<file path="src/rtl/ldpc_pkg.sv">
package ldpc_pkg;
	// ****************************************
	// command groups and opcode patterns
	// ****************************************
	localparam logic [1:0] GRP_DISPLAY = 2'b10;
	localparam logic [1:0] GRP_PUMP = 2'b11;
	localparam logic [1:0] GRP_STATUS = 2'b00;
	localparam logic [5:0] OP_STEP = 6'b001010;
	localparam logic [4:0] OP_POLARITY = 5'b01000;
	localparam logic [2:0] OP_RATE = 3'b100;
	localparam logic [4:0] OP_PANEL = 5'b00100;
	localparam logic [5:0] OP_SEGMENT = 6'b000001;
	localparam logic [4:0] OP_PUMP = 5'b10000;
	localparam logic [2:0] OP_LEVEL_HI = 3'b101;
	localparam logic [3:0] OP_LEVEL_LO = 4'b1001;
	// ****************************************
	// field positions
	// ****************************************
	localparam int STEP_BIT = 1;
	localparam int PANEL_BIT = 2;
	localparam int SEGMENT_BIT = 1;
	localparam int PUMP_ON_BIT = 2;
	// ****************************************
	// reset values
	// ****************************************
	localparam logic RST_STEP = 1'b1;
	localparam logic [2:0] RST_POLARITY = 3'h0;
	localparam logic [4:0] RST_RATE = 5'h07;
	localparam logic RST_PANEL = 1'b0;
	localparam logic RST_SEGMENT = 1'b0;
	localparam logic RST_PUMP_ON = 1'b0;
	localparam logic [1:0] RST_MULT = 2'h0;
	localparam logic [8:0] RST_LEVEL = 9'h000;
	// ****************************************
	// status readout selectors
	// ****************************************
	localparam logic [2:0] ST_SEL_1 = 3'h1;
	localparam logic [2:0] ST_SEL_2 = 3'h2;
	localparam logic [2:0] ST_SEL_3 = 3'h3;
	localparam logic [2:0] ST_SEL_4 = 3'h4;
	localparam logic [2:0] ST_SEL_5 = 3'h5;
	// ****************************************
	// timing
	// ****************************************
	localparam int CLK_HZ = 100000000;
	localparam int LINES_PER_FRAME = 18;
	localparam int ADDR_W = 7;
	localparam int CNT_W = 16;
	typedef enum logic [1:0] {LDPC_PHASE_HIGH, LDPC_PHASE_LOW} ldpc_phase_e;
endpackage

</file>
<file path="src/rtl/ldpc_settings_if.sv">
`timescale 1ns/10ps
interface ldpc_settings_if;
	logic [4:0] rate_code;
	logic [15:0] half_period;
	logic [15:0] high_cycles;
	modport owner (output rate_code, input half_period, input high_cycles);
	modport table_side (input rate_code, output half_period, output high_cycles);
endinterface

</file>
<file path="src/rtl/ldpc_top.sv">
// Overview of operation
// - group 10 write, upper six bits 001010: bit 1 sets address stepping direction
// - stepping bit 1, default: address counter increments after each data access
// - stepping bit 0: address counter decrements after each data access
// - group 10 write, upper five bits 01000: 3-bit polarity scheme from bits 2..0
// - scheme 000 frame inversion, default; 001..111 n-line inversion
// - n-line inversion flips drive polarity every n lines
// - frame inversion holds polarity a frame, flips on next frame
// - group 10 write, upper bits 100: 5-bit rate code for internal clock
// - rate code picks paired frame and clock frequency, 45 to 360 Hz
// - default rate code 00111: 80 Hz frame, 64000 Hz clock
// - internal clock high-low duty follows rate table, 50:50 to 5:95
// - group 10 write, upper bits 00100: bit 2 turns display on, default off
// - group 10 write, upper bits 000001: bit 1 mirrors segment order
// - group 11 write, upper bits 10000: bit 2 enables pump, default off
// - two-bit multiplier: 00 double, 01 triple, 10 quadruple, 11 direct
// - group 11 write, upper bits 101: data 4..0 into level code 8..4
// - group 11 write, upper bits 1001: data 3..0 into level code 3..0
// - reset restores all settings to defaults; memory is left alone
// - all settings readable through the status readout
`timescale 1ns/10ps
module ldpc_top
	import ldpc_pkg::*;
(
	// clock and reset
	input wire logic I_CLK,
	input wire logic I_RST,
	// command word from the bus framing
	input wire logic I_CMD_VALID,
	input wire logic I_CMD_READ,
	input wire logic [1:0] I_CMD_GROUP,
	input wire logic [7:0] I_CMD_DATA,
	input wire logic [2:0] I_STATUS_SEL,
	// memory access strobes
	input wire logic I_ADDR_LOAD,
	input wire logic [ldpc_pkg::ADDR_W-1:0] I_ADDR_VALUE,
	input wire logic I_DATA_ACCESS,
	// readout
	output logic [7:0] O_STATUS,
	output logic [ldpc_pkg::ADDR_W-1:0] O_ADDR,
	// applied settings
	output logic O_PANEL_ON,
	output logic O_SEGMENT_MIRROR,
	output logic O_PUMP_ON,
	output logic [1:0] O_PUMP_MULTIPLIER,
	output logic [8:0] O_DRIVE_LEVEL_CODE,
	output logic [2:0] O_POLARITY_SCHEME_CODE,
	output logic [4:0] O_RATE_CODE,
	// display timing
	output logic O_DISP_CLK,
	output logic O_POLARITY,
	output logic O_FRAME_START
);
	import ldpc_pkg::*;

	logic wr;
	logic step_reg;
	logic [2:0] scheme_pend_reg;
	logic [4:0] rate_pend_reg;
	logic [2:0] scheme_reg;
	logic [4:0] rate_reg;
	logic [CNT_W-1:0] tick_cnt_reg;
	logic [4:0] line_cnt_reg;
	logic [2:0] inv_cnt_reg;
	logic line_end;
	logic frame_end;
	ldpc_phase_e phase_reg;
	ldpc_settings_if rs();

	// ****************************************
	// command decode
	// ****************************************
	// only writes are decoded; reads of these groups are ignored
	assign wr = I_CMD_VALID && !I_CMD_READ;

	// stepping direction
	always_ff @(posedge I_CLK)
	begin
		if (I_RST)
			step_reg <= RST_STEP;
		else if (wr && I_CMD_GROUP == GRP_DISPLAY && I_CMD_DATA[7:2] == OP_STEP)
			step_reg <= I_CMD_DATA[STEP_BIT];
	end

	// panel and segment settings; low bits trusted to be zero by the host
	always_ff @(posedge I_CLK)
	begin
		if (I_RST)
		begin
			O_PANEL_ON <= RST_PANEL;
			O_SEGMENT_MIRROR <= RST_SEGMENT;
		end
		else if (wr && I_CMD_GROUP == GRP_DISPLAY)
		begin
			if (I_CMD_DATA[7:3] == OP_PANEL)
				O_PANEL_ON <= I_CMD_DATA[PANEL_BIT];
			if (I_CMD_DATA[7:2] == OP_SEGMENT)
				O_SEGMENT_MIRROR <= I_CMD_DATA[SEGMENT_BIT];
		end
	end

	// pending polarity scheme and rate, applied later at a frame edge
	always_ff @(posedge I_CLK)
	begin
		if (I_RST)
		begin
			scheme_pend_reg <= RST_POLARITY;
			rate_pend_reg <= RST_RATE;
		end
		else if (wr && I_CMD_GROUP == GRP_DISPLAY)
		begin
			if (I_CMD_DATA[7:3] == OP_POLARITY)
				scheme_pend_reg <= I_CMD_DATA[2:0];
			if (I_CMD_DATA[7:5] == OP_RATE)
				rate_pend_reg <= I_CMD_DATA[4:0];
		end
	end

	// pump and drive level; the two level halves load independently
	always_ff @(posedge I_CLK)
	begin
		if (I_RST)
		begin
			O_PUMP_ON <= RST_PUMP_ON;
			O_PUMP_MULTIPLIER <= RST_MULT;
			O_DRIVE_LEVEL_CODE <= RST_LEVEL;
		end
		else if (wr && I_CMD_GROUP == GRP_PUMP)
		begin
			if (I_CMD_DATA[7:3] == OP_PUMP)
			begin
				O_PUMP_ON <= I_CMD_DATA[PUMP_ON_BIT];
				O_PUMP_MULTIPLIER <= I_CMD_DATA[1:0];
			end
			if (I_CMD_DATA[7:5] == OP_LEVEL_HI)
				O_DRIVE_LEVEL_CODE[8:4] <= I_CMD_DATA[4:0];
			if (I_CMD_DATA[7:4] == OP_LEVEL_LO)
				O_DRIVE_LEVEL_CODE[3:0] <= I_CMD_DATA[3:0];
		end
	end

	// ****************************************
	// address counter
	// ****************************************
	// wraps at the counter width; memory contents live elsewhere and are untouched
	always_ff @(posedge I_CLK)
	begin
		if (I_RST)
			O_ADDR <= '0;
		else if (I_ADDR_LOAD)
			O_ADDR <= I_ADDR_VALUE;
		else if (I_DATA_ACCESS)
		begin
			if (step_reg)
				O_ADDR <= O_ADDR + 1'b1;
			else
				O_ADDR <= O_ADDR - 1'b1;
		end
	end

	// ****************************************
	// internal display clock
	// ****************************************
	assign rs.rate_code = rate_reg;
	ldpc_rate_table u_rate (
		.s(rs.table_side)
	);

	// high then low phase, period and duty from the rate table
	always_ff @(posedge I_CLK)
	begin
		if (I_RST)
		begin
			tick_cnt_reg <= '0;
			phase_reg <= LDPC_PHASE_HIGH;
			O_DISP_CLK <= 1'b0;
		end
		else if (tick_cnt_reg >= rs.half_period - 1'b1)
		begin
			tick_cnt_reg <= '0;
			phase_reg <= LDPC_PHASE_HIGH;
			O_DISP_CLK <= 1'b1;
		end
		else
		begin
			tick_cnt_reg <= tick_cnt_reg + 1'b1;
			case (phase_reg)
				LDPC_PHASE_HIGH:
					if (tick_cnt_reg >= rs.high_cycles - 1'b1)
					begin
						phase_reg <= LDPC_PHASE_LOW;
						O_DISP_CLK <= 1'b0;
					end
				default:
					O_DISP_CLK <= 1'b0;
			endcase
		end
	end

	// one line per display clock period, simplified timing model
	assign line_end = (tick_cnt_reg >= rs.half_period - 1'b1);
	assign frame_end = line_end && (line_cnt_reg == 5'(LINES_PER_FRAME - 1));

	// ****************************************
	// line, frame and polarity
	// ****************************************
	always_ff @(posedge I_CLK)
	begin
		if (I_RST)
		begin
			line_cnt_reg <= '0;
			O_FRAME_START <= 1'b0;
		end
		else
		begin
			O_FRAME_START <= frame_end;
			if (frame_end)
				line_cnt_reg <= '0;
			else if (line_end)
				line_cnt_reg <= line_cnt_reg + 1'b1;
		end
	end

	// settings switch only at frame edges so no frame mixes schemes
	always_ff @(posedge I_CLK)
	begin
		if (I_RST)
		begin
			scheme_reg <= RST_POLARITY;
			rate_reg <= RST_RATE;
		end
		else if (frame_end)
		begin
			scheme_reg <= scheme_pend_reg;
			rate_reg <= rate_pend_reg;
		end
	end

	// frame mode flips per frame; line mode flips every n lines
	always_ff @(posedge I_CLK)
	begin
		if (I_RST)
		begin
			O_POLARITY <= 1'b0;
			inv_cnt_reg <= '0;
		end
		else if (scheme_reg == 3'h0)
		begin
			inv_cnt_reg <= '0;
			if (frame_end)
				O_POLARITY <= ~O_POLARITY;
		end
		else if (line_end)
		begin
			if (inv_cnt_reg >= scheme_reg - 1'b1)
			begin
				inv_cnt_reg <= '0;
				O_POLARITY <= ~O_POLARITY;
			end
			else
				inv_cnt_reg <= inv_cnt_reg + 1'b1;
		end
	end

	// applied scheme and rate outputs
	always_ff @(posedge I_CLK)
	begin
		if (I_RST)
		begin
			O_POLARITY_SCHEME_CODE <= RST_POLARITY;
			O_RATE_CODE <= RST_RATE;
		end
		else
		begin
			O_POLARITY_SCHEME_CODE <= scheme_reg;
			O_RATE_CODE <= rate_reg;
		end
	end

	// ****************************************
	// status readout
	// ****************************************
	// reports written settings, so a readback right after a write sees it
	always_ff @(posedge I_CLK)
	begin
		if (I_RST)
			O_STATUS <= 8'h00;
		else
		begin
			case (I_STATUS_SEL)
				ST_SEL_1: O_STATUS <= {4'h0, step_reg, 3'h0};
				ST_SEL_2: O_STATUS <= {scheme_pend_reg, rate_pend_reg};
				ST_SEL_3: O_STATUS <= {O_PANEL_ON, 5'h00, O_SEGMENT_MIRROR, 1'b0};
				ST_SEL_4: O_STATUS <= {3'h0, O_PUMP_ON, 1'b0, O_PUMP_MULTIPLIER,
					O_DRIVE_LEVEL_CODE[8]};
				ST_SEL_5: O_STATUS <= O_DRIVE_LEVEL_CODE[7:0];
				default: O_STATUS <= 8'h00;
			endcase
		end
	end
endmodule

</file>
<file path="src/rtl/ldpc_rate_table.sv">
`timescale 1ns/10ps
module ldpc_rate_table
	import ldpc_pkg::*;
(
	ldpc_settings_if.table_side s
);
	// ****************************************
	// rate code to internal clock period and high time
	// ****************************************
	// each period is the system clock divided by the table clock frequency, rounded down
	function automatic logic [31:0] clk_hz_of(input logic [4:0] c);
		case (c)
			5'h00: clk_hz_of = 32'd36000;
			5'h01: clk_hz_of = 32'd39724;
			5'h02: clk_hz_of = 32'd44308;
			5'h03: clk_hz_of = 32'd48000;
			5'h04: clk_hz_of = 32'd52364;
			5'h05: clk_hz_of = 32'd54857;
			5'h06: clk_hz_of = 32'd60632;
			5'h07: clk_hz_of = 32'd64000;
			5'h08: clk_hz_of = 32'd67765;
			5'h09: clk_hz_of = 32'd72000;
			5'h0a: clk_hz_of = 32'd76800;
			5'h0b: clk_hz_of = 32'd82286;
			5'h0c: clk_hz_of = 32'd88615;
			5'h0d: clk_hz_of = 32'd96000;
			5'h0e: clk_hz_of = 32'd104727;
			5'h0f: clk_hz_of = 32'd115200;
			5'h10: clk_hz_of = 32'd128000;
			5'h11: clk_hz_of = 32'd144000;
			5'h12: clk_hz_of = 32'd164571;
			5'h13: clk_hz_of = 32'd192000;
			5'h14: clk_hz_of = 32'd230400;
			default: clk_hz_of = 32'd288000;
		endcase
	endfunction
	// high share of the period in percent
	function automatic logic [31:0] duty_of(input logic [4:0] c);
		case (c)
			5'h00, 5'h09: duty_of = 32'd50;
			5'h01: duty_of = 32'd44;
			5'h02, 5'h0c: duty_of = 32'd38;
			5'h03, 5'h0d, 5'h13: duty_of = 32'd33;
			5'h04, 5'h0e: duty_of = 32'd27;
			5'h05: duty_of = 32'd23;
			5'h06: duty_of = 32'd15;
			5'h07, 5'h10: duty_of = 32'd11;
			5'h08: duty_of = 32'd5;
			5'h0a: duty_of = 32'd46;
			5'h0b, 5'h12: duty_of = 32'd42;
			5'h0f, 5'h14: duty_of = 32'd20;
			default: duty_of = 32'd50;
		endcase
	endfunction
	logic [31:0] period;
	logic [31:0] high;
	// one divide per code; synthesis folds the constant cases
	always_comb
	begin
		period = 32'(CLK_HZ) / clk_hz_of(s.rate_code);
		high = (period * duty_of(s.rate_code)) / 32'd100;
		if (high == 32'd0)
		begin
			high = 32'd1;
		end
	end
	assign s.half_period = period[15:0];
	assign s.high_cycles = high[15:0];
endmodule

</file>
<file path="config.mk">
export PLATFORM = sky130hd
export DESIGN_NAME = ldpc_top
export DESIGN_NICKNAME = d
export VERILOG_FILES = /design/src/rtl/ldpc_pkg.sv /design/src/rtl/ldpc_settings_if.sv /design/src/rtl/ldpc_top.sv /design/src/rtl/ldpc_rate_table.sv
export SDC_FILE = /design/constraint.sdc
export NUM_CORES = 2
export LEC_CHECK = 0
export BUFFER_PORTS_ARGS = -buffer_cell sky130_fd_sc_hd__buf_2
export CORE_MARGIN = 8
export CORE_UTILIZATION = 50
export DETAILED_ROUTE_END_ITERATION = 10
export PLACE_DENSITY = 0.73
export SLEW_MARGIN = 5
export SYNTH_ARGS = -nofsm -noshare
export SYNTH_HDL_FRONTEND = slang
export SYNTH_SLANG_ARGS = --single-unit
export TNS_END_PERCENT = 10
</file>
<file path="constraint.sdc">
create_clock -name I_CLK -period 347.7 [get_ports I_CLK]
set_input_delay 104.31 -clock I_CLK [delete_from_list [all_inputs] [get_ports I_CLK]]
set_output_delay 104.31 -clock I_CLK [all_outputs]
set_load 0.05 [all_outputs]
</file>
**Yosys cells after proc, flatten, opt, wreduce, memory -nomap -nowiden**

Memory sizes are Yosys's and may differ from the RTL's. A register that Yosys moved wholly into a read port is not among the register bits.
Cells that the tools add are included.

- Bitwise logic cells: 1
- Divide/modulo/power cells: 2
- Add/sub/neg operators: 8
- Equality and inequality tests: 18
- Multipliers: 1
- Mux-type cells: 17
- Reduce and logical (&&, ||, !) cells: 24
- Order comparisons: 3

Operators with widths:

| kind | number |
|---|---|
| 8-bit one-hot mux with 5 select lines | 1 |
| 27-bit by 32-bit divider with 32-bit output, first input constant | 1 |
| 32-bit by 7-bit divider with 32-bit output, second input constant | 1 |
| 16-bit greater-or-equal comparator | 2 |
| 32-bit zero test | 1 |
| 32-bit by 32-bit multiplier with 32-bit output | 1 |
| 16-bit by 1-bit subtractor with 16-bit output, second input constant | 2 |
| 7-bit two-way mux | 3 |
| 5-bit two-way mux | 4 |
| 16-bit by 1-bit adder with 16-bit output, second input constant | 1 |
| 16-bit two-way mux | 1 |
| 2-bit AND reduction | 8 |
| 3-bit == test, second input constant | 4 |
| 5-bit == test, second input constant | 2 |
| 7-bit by 1-bit adder with 7-bit output, second input constant | 1 |
| 1-bit two-way mux | 7 |
| 7-bit by 1-bit subtractor with 7-bit output, second input constant | 1 |
| 3-bit by 2-bit == test with 1-bit output, second input constant | 2 |
| 6-bit by 1-bit == test with 1-bit output, second input constant | 1 |
| 6-bit by 4-bit == test with 1-bit output, second input constant | 1 |
| 2-bit nonzero test | 3 |
| 2-bit OR reduction | 3 |
| 5-bit by 1-bit adder with 5-bit output, second input constant | 1 |
| 5-bit by 3-bit == test with 1-bit output, second input constant | 1 |
| other kinds (16) | 21 |

- Output and inout port bits: 40
- Register bits: 82
- Word-level logic and storage cells: 98
- Bits of input ports: 26
- Bits in read-only memories: 800
- Memories kept: 2

Memory list:

| name | words | bits a word | rd ports | clocked after Yosys merged registers in | wr ports | RTL line | text |
|---|---|---|---|---|---|---|---|
| (no name shown) | 32 | 19 | 1 | 1 | 0 | ldpc_rate_table.sv:12 | `case (c)` |
| (no name shown) | 32 | 6 | 1 | 1 | 0 | ldpc_rate_table.sv:39 | `case (c)` |

**Longest topological paths before layout**

- Depth after elaboration: 10
- Depth in mapped cells: 706
- Depth with buffers taken out: 644

**Cells and area by module**

From an unflattened synthesis, not the netlist that was laid out.

- Cells, all modules: 5034
- Area, all modules: 36269.8 sq um

By module, submodules not included:

| module | cells an instance | area an instance (sq um) | seq. area each (sq um) | instances |
|---|---|---|---|---|
| ldpc_rate_table | 4476 | 31395.1 | 0.0 | 1 |
| ldpc_top | 558 | 4874.7 | 1641.6 | 1 |

**Least setup slack after synthesis**

No wires, ideal clock.

- Path type: register to register
- Start point: register (tool-made name)
- End point: register O_DISP_CLK
- Required time: 347.630 ns
- Path buffers: 62
- Slack: 222.299 ns
- Cell stages (with the launch flop): 678
- Clock period less this slack: 125.401 ns
- Arrival: 125.331 ns
- Library setup time: 0.070 ns
- Cell sequence: dfxtp_1 -> inv_1 -> ha_1 -> o31a_1 -> nor4_1 -> ha_1 -> nor2_1 -> a211oi_4 -> mux2i_1 -> o21ai_0 -> and2_1 -> ha_1 -> a21o_1 -> a21oi_1 -> mux2i_1 -> o21ai_0 -> and2_1 -> ha_1 -> [... 642 more ...] -> nor2b_1 -> o21ai_0 -> nand2b_1 -> a21oi_1 -> nor2b_1 -> o21ai_0 -> nand2b_1 -> a21oi_1 -> nor2b_1 -> o21ai_0 -> nand2b_1 -> a21oi_1 -> nor2b_1 -> o21ai_0 -> nand2b_1 -> a211oi_1 -> nand2_1 -> a21oi_1

RTL lines:

| item | RTL line | text |
|---|---|---|
| to (signal assigned) | ldpc_top.sv:176 | `O_DISP_CLK <= 1'b0;` |
| to (signal assigned) | ldpc_top.sv:182 | `O_DISP_CLK <= 1'b1;` |
| to (signal assigned) | ldpc_top.sv:192 | `O_DISP_CLK <= 1'b0;` |
| to (decl) | ldpc_top.sv:50 | `output logic O_DISP_CLK,` |

==> reports/metrics.csv <==
stage,metric,value,unit
critical_path,reg2reg_depth,637,
status,status,"finished, final reports clean",
floorplan,core_area,80400,µm²
cells_and_area,layout-area-overhead-vs-synth,3.99,%
hold_path,min_from,rate_reg[1],
clock_network,h-tree-depth,3,
pwr,power.density,0.579,nW/µm²
timing,setup_viol,0,
synthesis,yosys_warnings,0,
hold_path,min_path_cells,1,
clock_network,cts_inserted_buffers,9,
cells_and_area,num_antenna_cells,0,
detailed_routing,routed_wl,117,mm
detailed_routing,vias_per_cell,6.14,
synthesis,yosys.area.top_type,ha_1,
grt,antenna_found_initial,1,
timing,tns,0,ns
critical_path,cpPeakStageDelay,0.94,ns
pwr,p_leak,19.4,nW
timing,fmax,7.22,MHz
clock_network,clock_path_buffers,2,
synthesis,synthXorXnorAreaFrac,0.0696,
detailed_routing,drt-pass1-iter-count,6,
synthesis,synth.top_cells.by_count,"nor2_1, ha_1, nand2_1",
timing,hold_violations,0,
cells_and_area,drive_gt1_frac,0.0761,
clock_network,ctsRootBufferMaster,clkbuf_16,
clock_network,clock_sinks,107,
grt,grt_max_degree,78,
synthesis,synth-compound-area-share,0.288,
critical_path,critPathLaunchType,register,
flow_run,max_cap_viol_count,0,
floorplan,dieArea,90400,µm²
synthesis,yosys.area_share.adder,0.231,
timing,rsz0062_at_grt,false,
synthesis,synth_cell_types,139,
cells_and_area,fin_nets,6299,
floorplan,io-pin-count,66,
clock_network,path_clk_slew,0.09,ns
critical_path,crit_fanout,41,
critical_path,cpMostUsedCell,o21a_1,
timing,finalCriticalPeriod,138.46,ns
synthesis,async_flop_share,0,
critical_path,endpoint_kind,register,
hold_path,hold_end,O_RATE_CODE[1],
synthesis,syn-num-nets,6363,
synthesis,synth-simple-area-share,0.236,
critical_path,r2r_end,O_DISP_CLK,
floorplan,die_y,301,µm
synthesis,synth_top_family_by_area,compound AO/OA/AOI/OAI gates,
synthesis,synth_most_common_cell,nor2_1,
synthesis,synth_top_area_share,0.177,
critical_path,required,347.99,ns
detailed_routing,ant_nets,0,
pwr,ir_drop,2.35,µV
clock_network,clkLatencyLatePin,0.37,ns
synthesis,synthesis.area,40500,µm²
floorplan,row_count,104,
synthesis,synth_seq_area_share,0.0529,
critical_path,cp.arrival,138.75,ns
critical_path,r2r_slack,209.24,ns
detailed_routing,wire_per_inst,17.6,µm
timing,slew_headroom,0.113,
synthesis,synth.area.mux_share,0.0619,
placed_design,port_buffers,65,
synthesis,ys_ff_latch,107,
synthesis,synth_edf_count,0,
clock_network,cts_setup_buffers,0,
synthesis,synth_area_leaders,"ha_1, nor2_1, dfxtp_1",
cells_and_area,instances_no_fill,6659,
grt,first_global_vias,38400,
detailed_routing,drt-initial-drc-count,2959,
hold_path,min_path_type,reg2reg,
clock_network,cts_hold_buffers,0,
grt,grt_first_pass_wirelength,192,mm
grt,global_route.overflow_total,0,
timing,clock_skew,0.0142,ns
timing,worst_slew_pin_slew,1.33,ns
timing,slew_violations,0,
critical_path,crit_slowest_cell,o221ai_1,
clock_network,ctsResizeCount,0,
placed_design,gp_congestion,0.980,
critical_path,path_class,reg2reg,
floorplan,start_util,0.504,
synthesis,ys.flop_type,dfxtp_1,
timing,period_share,0.398,
grt,globalRouteTotalUtil,0.248,
floorplan,die-width,301,µm
clock_network,cts_tree,done,
synthesis,synth.avg_cell_area,7.16,µm²
detailed_routing,vias,40900,
detailed_routing,post-route-drc-count,0,
synthesis,syn_inst,5658,
placed_design,hpwl,92.2,mm
placed_design,placed_cells,6643,
## cell usage in the layout (no fill, tap or decap), drive strengths merged, types with 82 or more instances in the layout
cell type and count:
mux2i 82, nor2 601, xor2 115, a21o 183, and2 119, inv 439, mux2 149, a21boi 100
ha 572, o21a 192, a21oi 333, fa 107, nand2b 139, nor3 182, nand3 103, o21ai 352
xnor2 189, dfxtp 107, buf 119, nand2 533, o31ai 141
## how the worst max path moves through the flow
| stage | cells after the start | start | endpoint |
|---|---|---|---|
| finish | 637 | register | O_DISP_CLK |
| global route | 638 | register | O_DISP_CLK |
| CTS | 635 | register | O_DISP_CLK |
| detailed placement | 637 | register | O_DISP_CLK |
| global placement | 638 | register | O_DISP_CLK |
| floorplan | 677 | register | O_DISP_CLK |
## power breakdown
group / switching (mW) / internal, mW / leakage (nW) / total, mW
clock network: 0.00531 / 0.00521 / 0.147 / 0.0105
registers: 0.000132 / 0.0123 / 0.865 / 0.0125
logic: 0.000879 / 0.000494 / 18.4 / 0.00139
## final cells by class
| type | instances | area [µm²] |
|---|---|---|
| Tap cell | 1060 | 1330 |
| Sequential cell | 107 | 2140 |
| Multi-Input combinational cell | 4919 | 36000 |
| Clock buffer | 10 | 239 |
| Clock inverter | 6 | 56.3 |
| Inverter | 438 | 1640 |
| Fill cell | 7834 | 38300 |
| Timing Repair Buffer | 119 | 731 |
## critical path: cells and delay by family (launching register included)
family | cells | cell delay, ns
adders and majority gates | 41 | 13.66
xor gates and xnor gates | 7 | 1.93
muxes | 10 | 3.21
DFF | 1 | 0.39
buffers and inverters | 20 | 5.27
and+or+nand+nor | 140 | 27.55
AOI/OAI and AO/OA | 419 | 86.15
## metal layers
metal | vias to the layer above | GRT usage | wire (µm)
met5 | - | 0 | 0
met2 | 1220 | 0.417 | 53100
met3 | 183 | 0.0318 | 7690
li1 | 20300 | - | -
met1 | 19200 | 0.331 | 53300
met4 | 0 | 0.0690 | 3340
## metrics by stage
stage	hold WS, ns	setup slack, ns	utilization	area, µm²	power [mW]
4_1_cts	0.457	211.02	0.524	42100	0.0245
3_3_place_gp	0.430	215.05	0.520	41800	0.0141
5_1_grt	0.473	196.43	0.524	42100	0.0250
3_5_place_dp	0.429	211.67	0.520	41800	0.0141
2_1_floorplan	0.416	222.30	-	40500	0.0137
6_report	0.451	209.24	0.524	42100	0.0244
## cell families after synthesis
logic type | Yosys count
and+or+nand+nor | 1998
AOI/OAI and AO/OA | 1697
adders and majority gates | 685
buffers and inverters | 632
xor gates and xnor gates | 307
muxes | 231
DFF | 107
other | 1
Note: power is estimated with default switching activity, not from simulation.
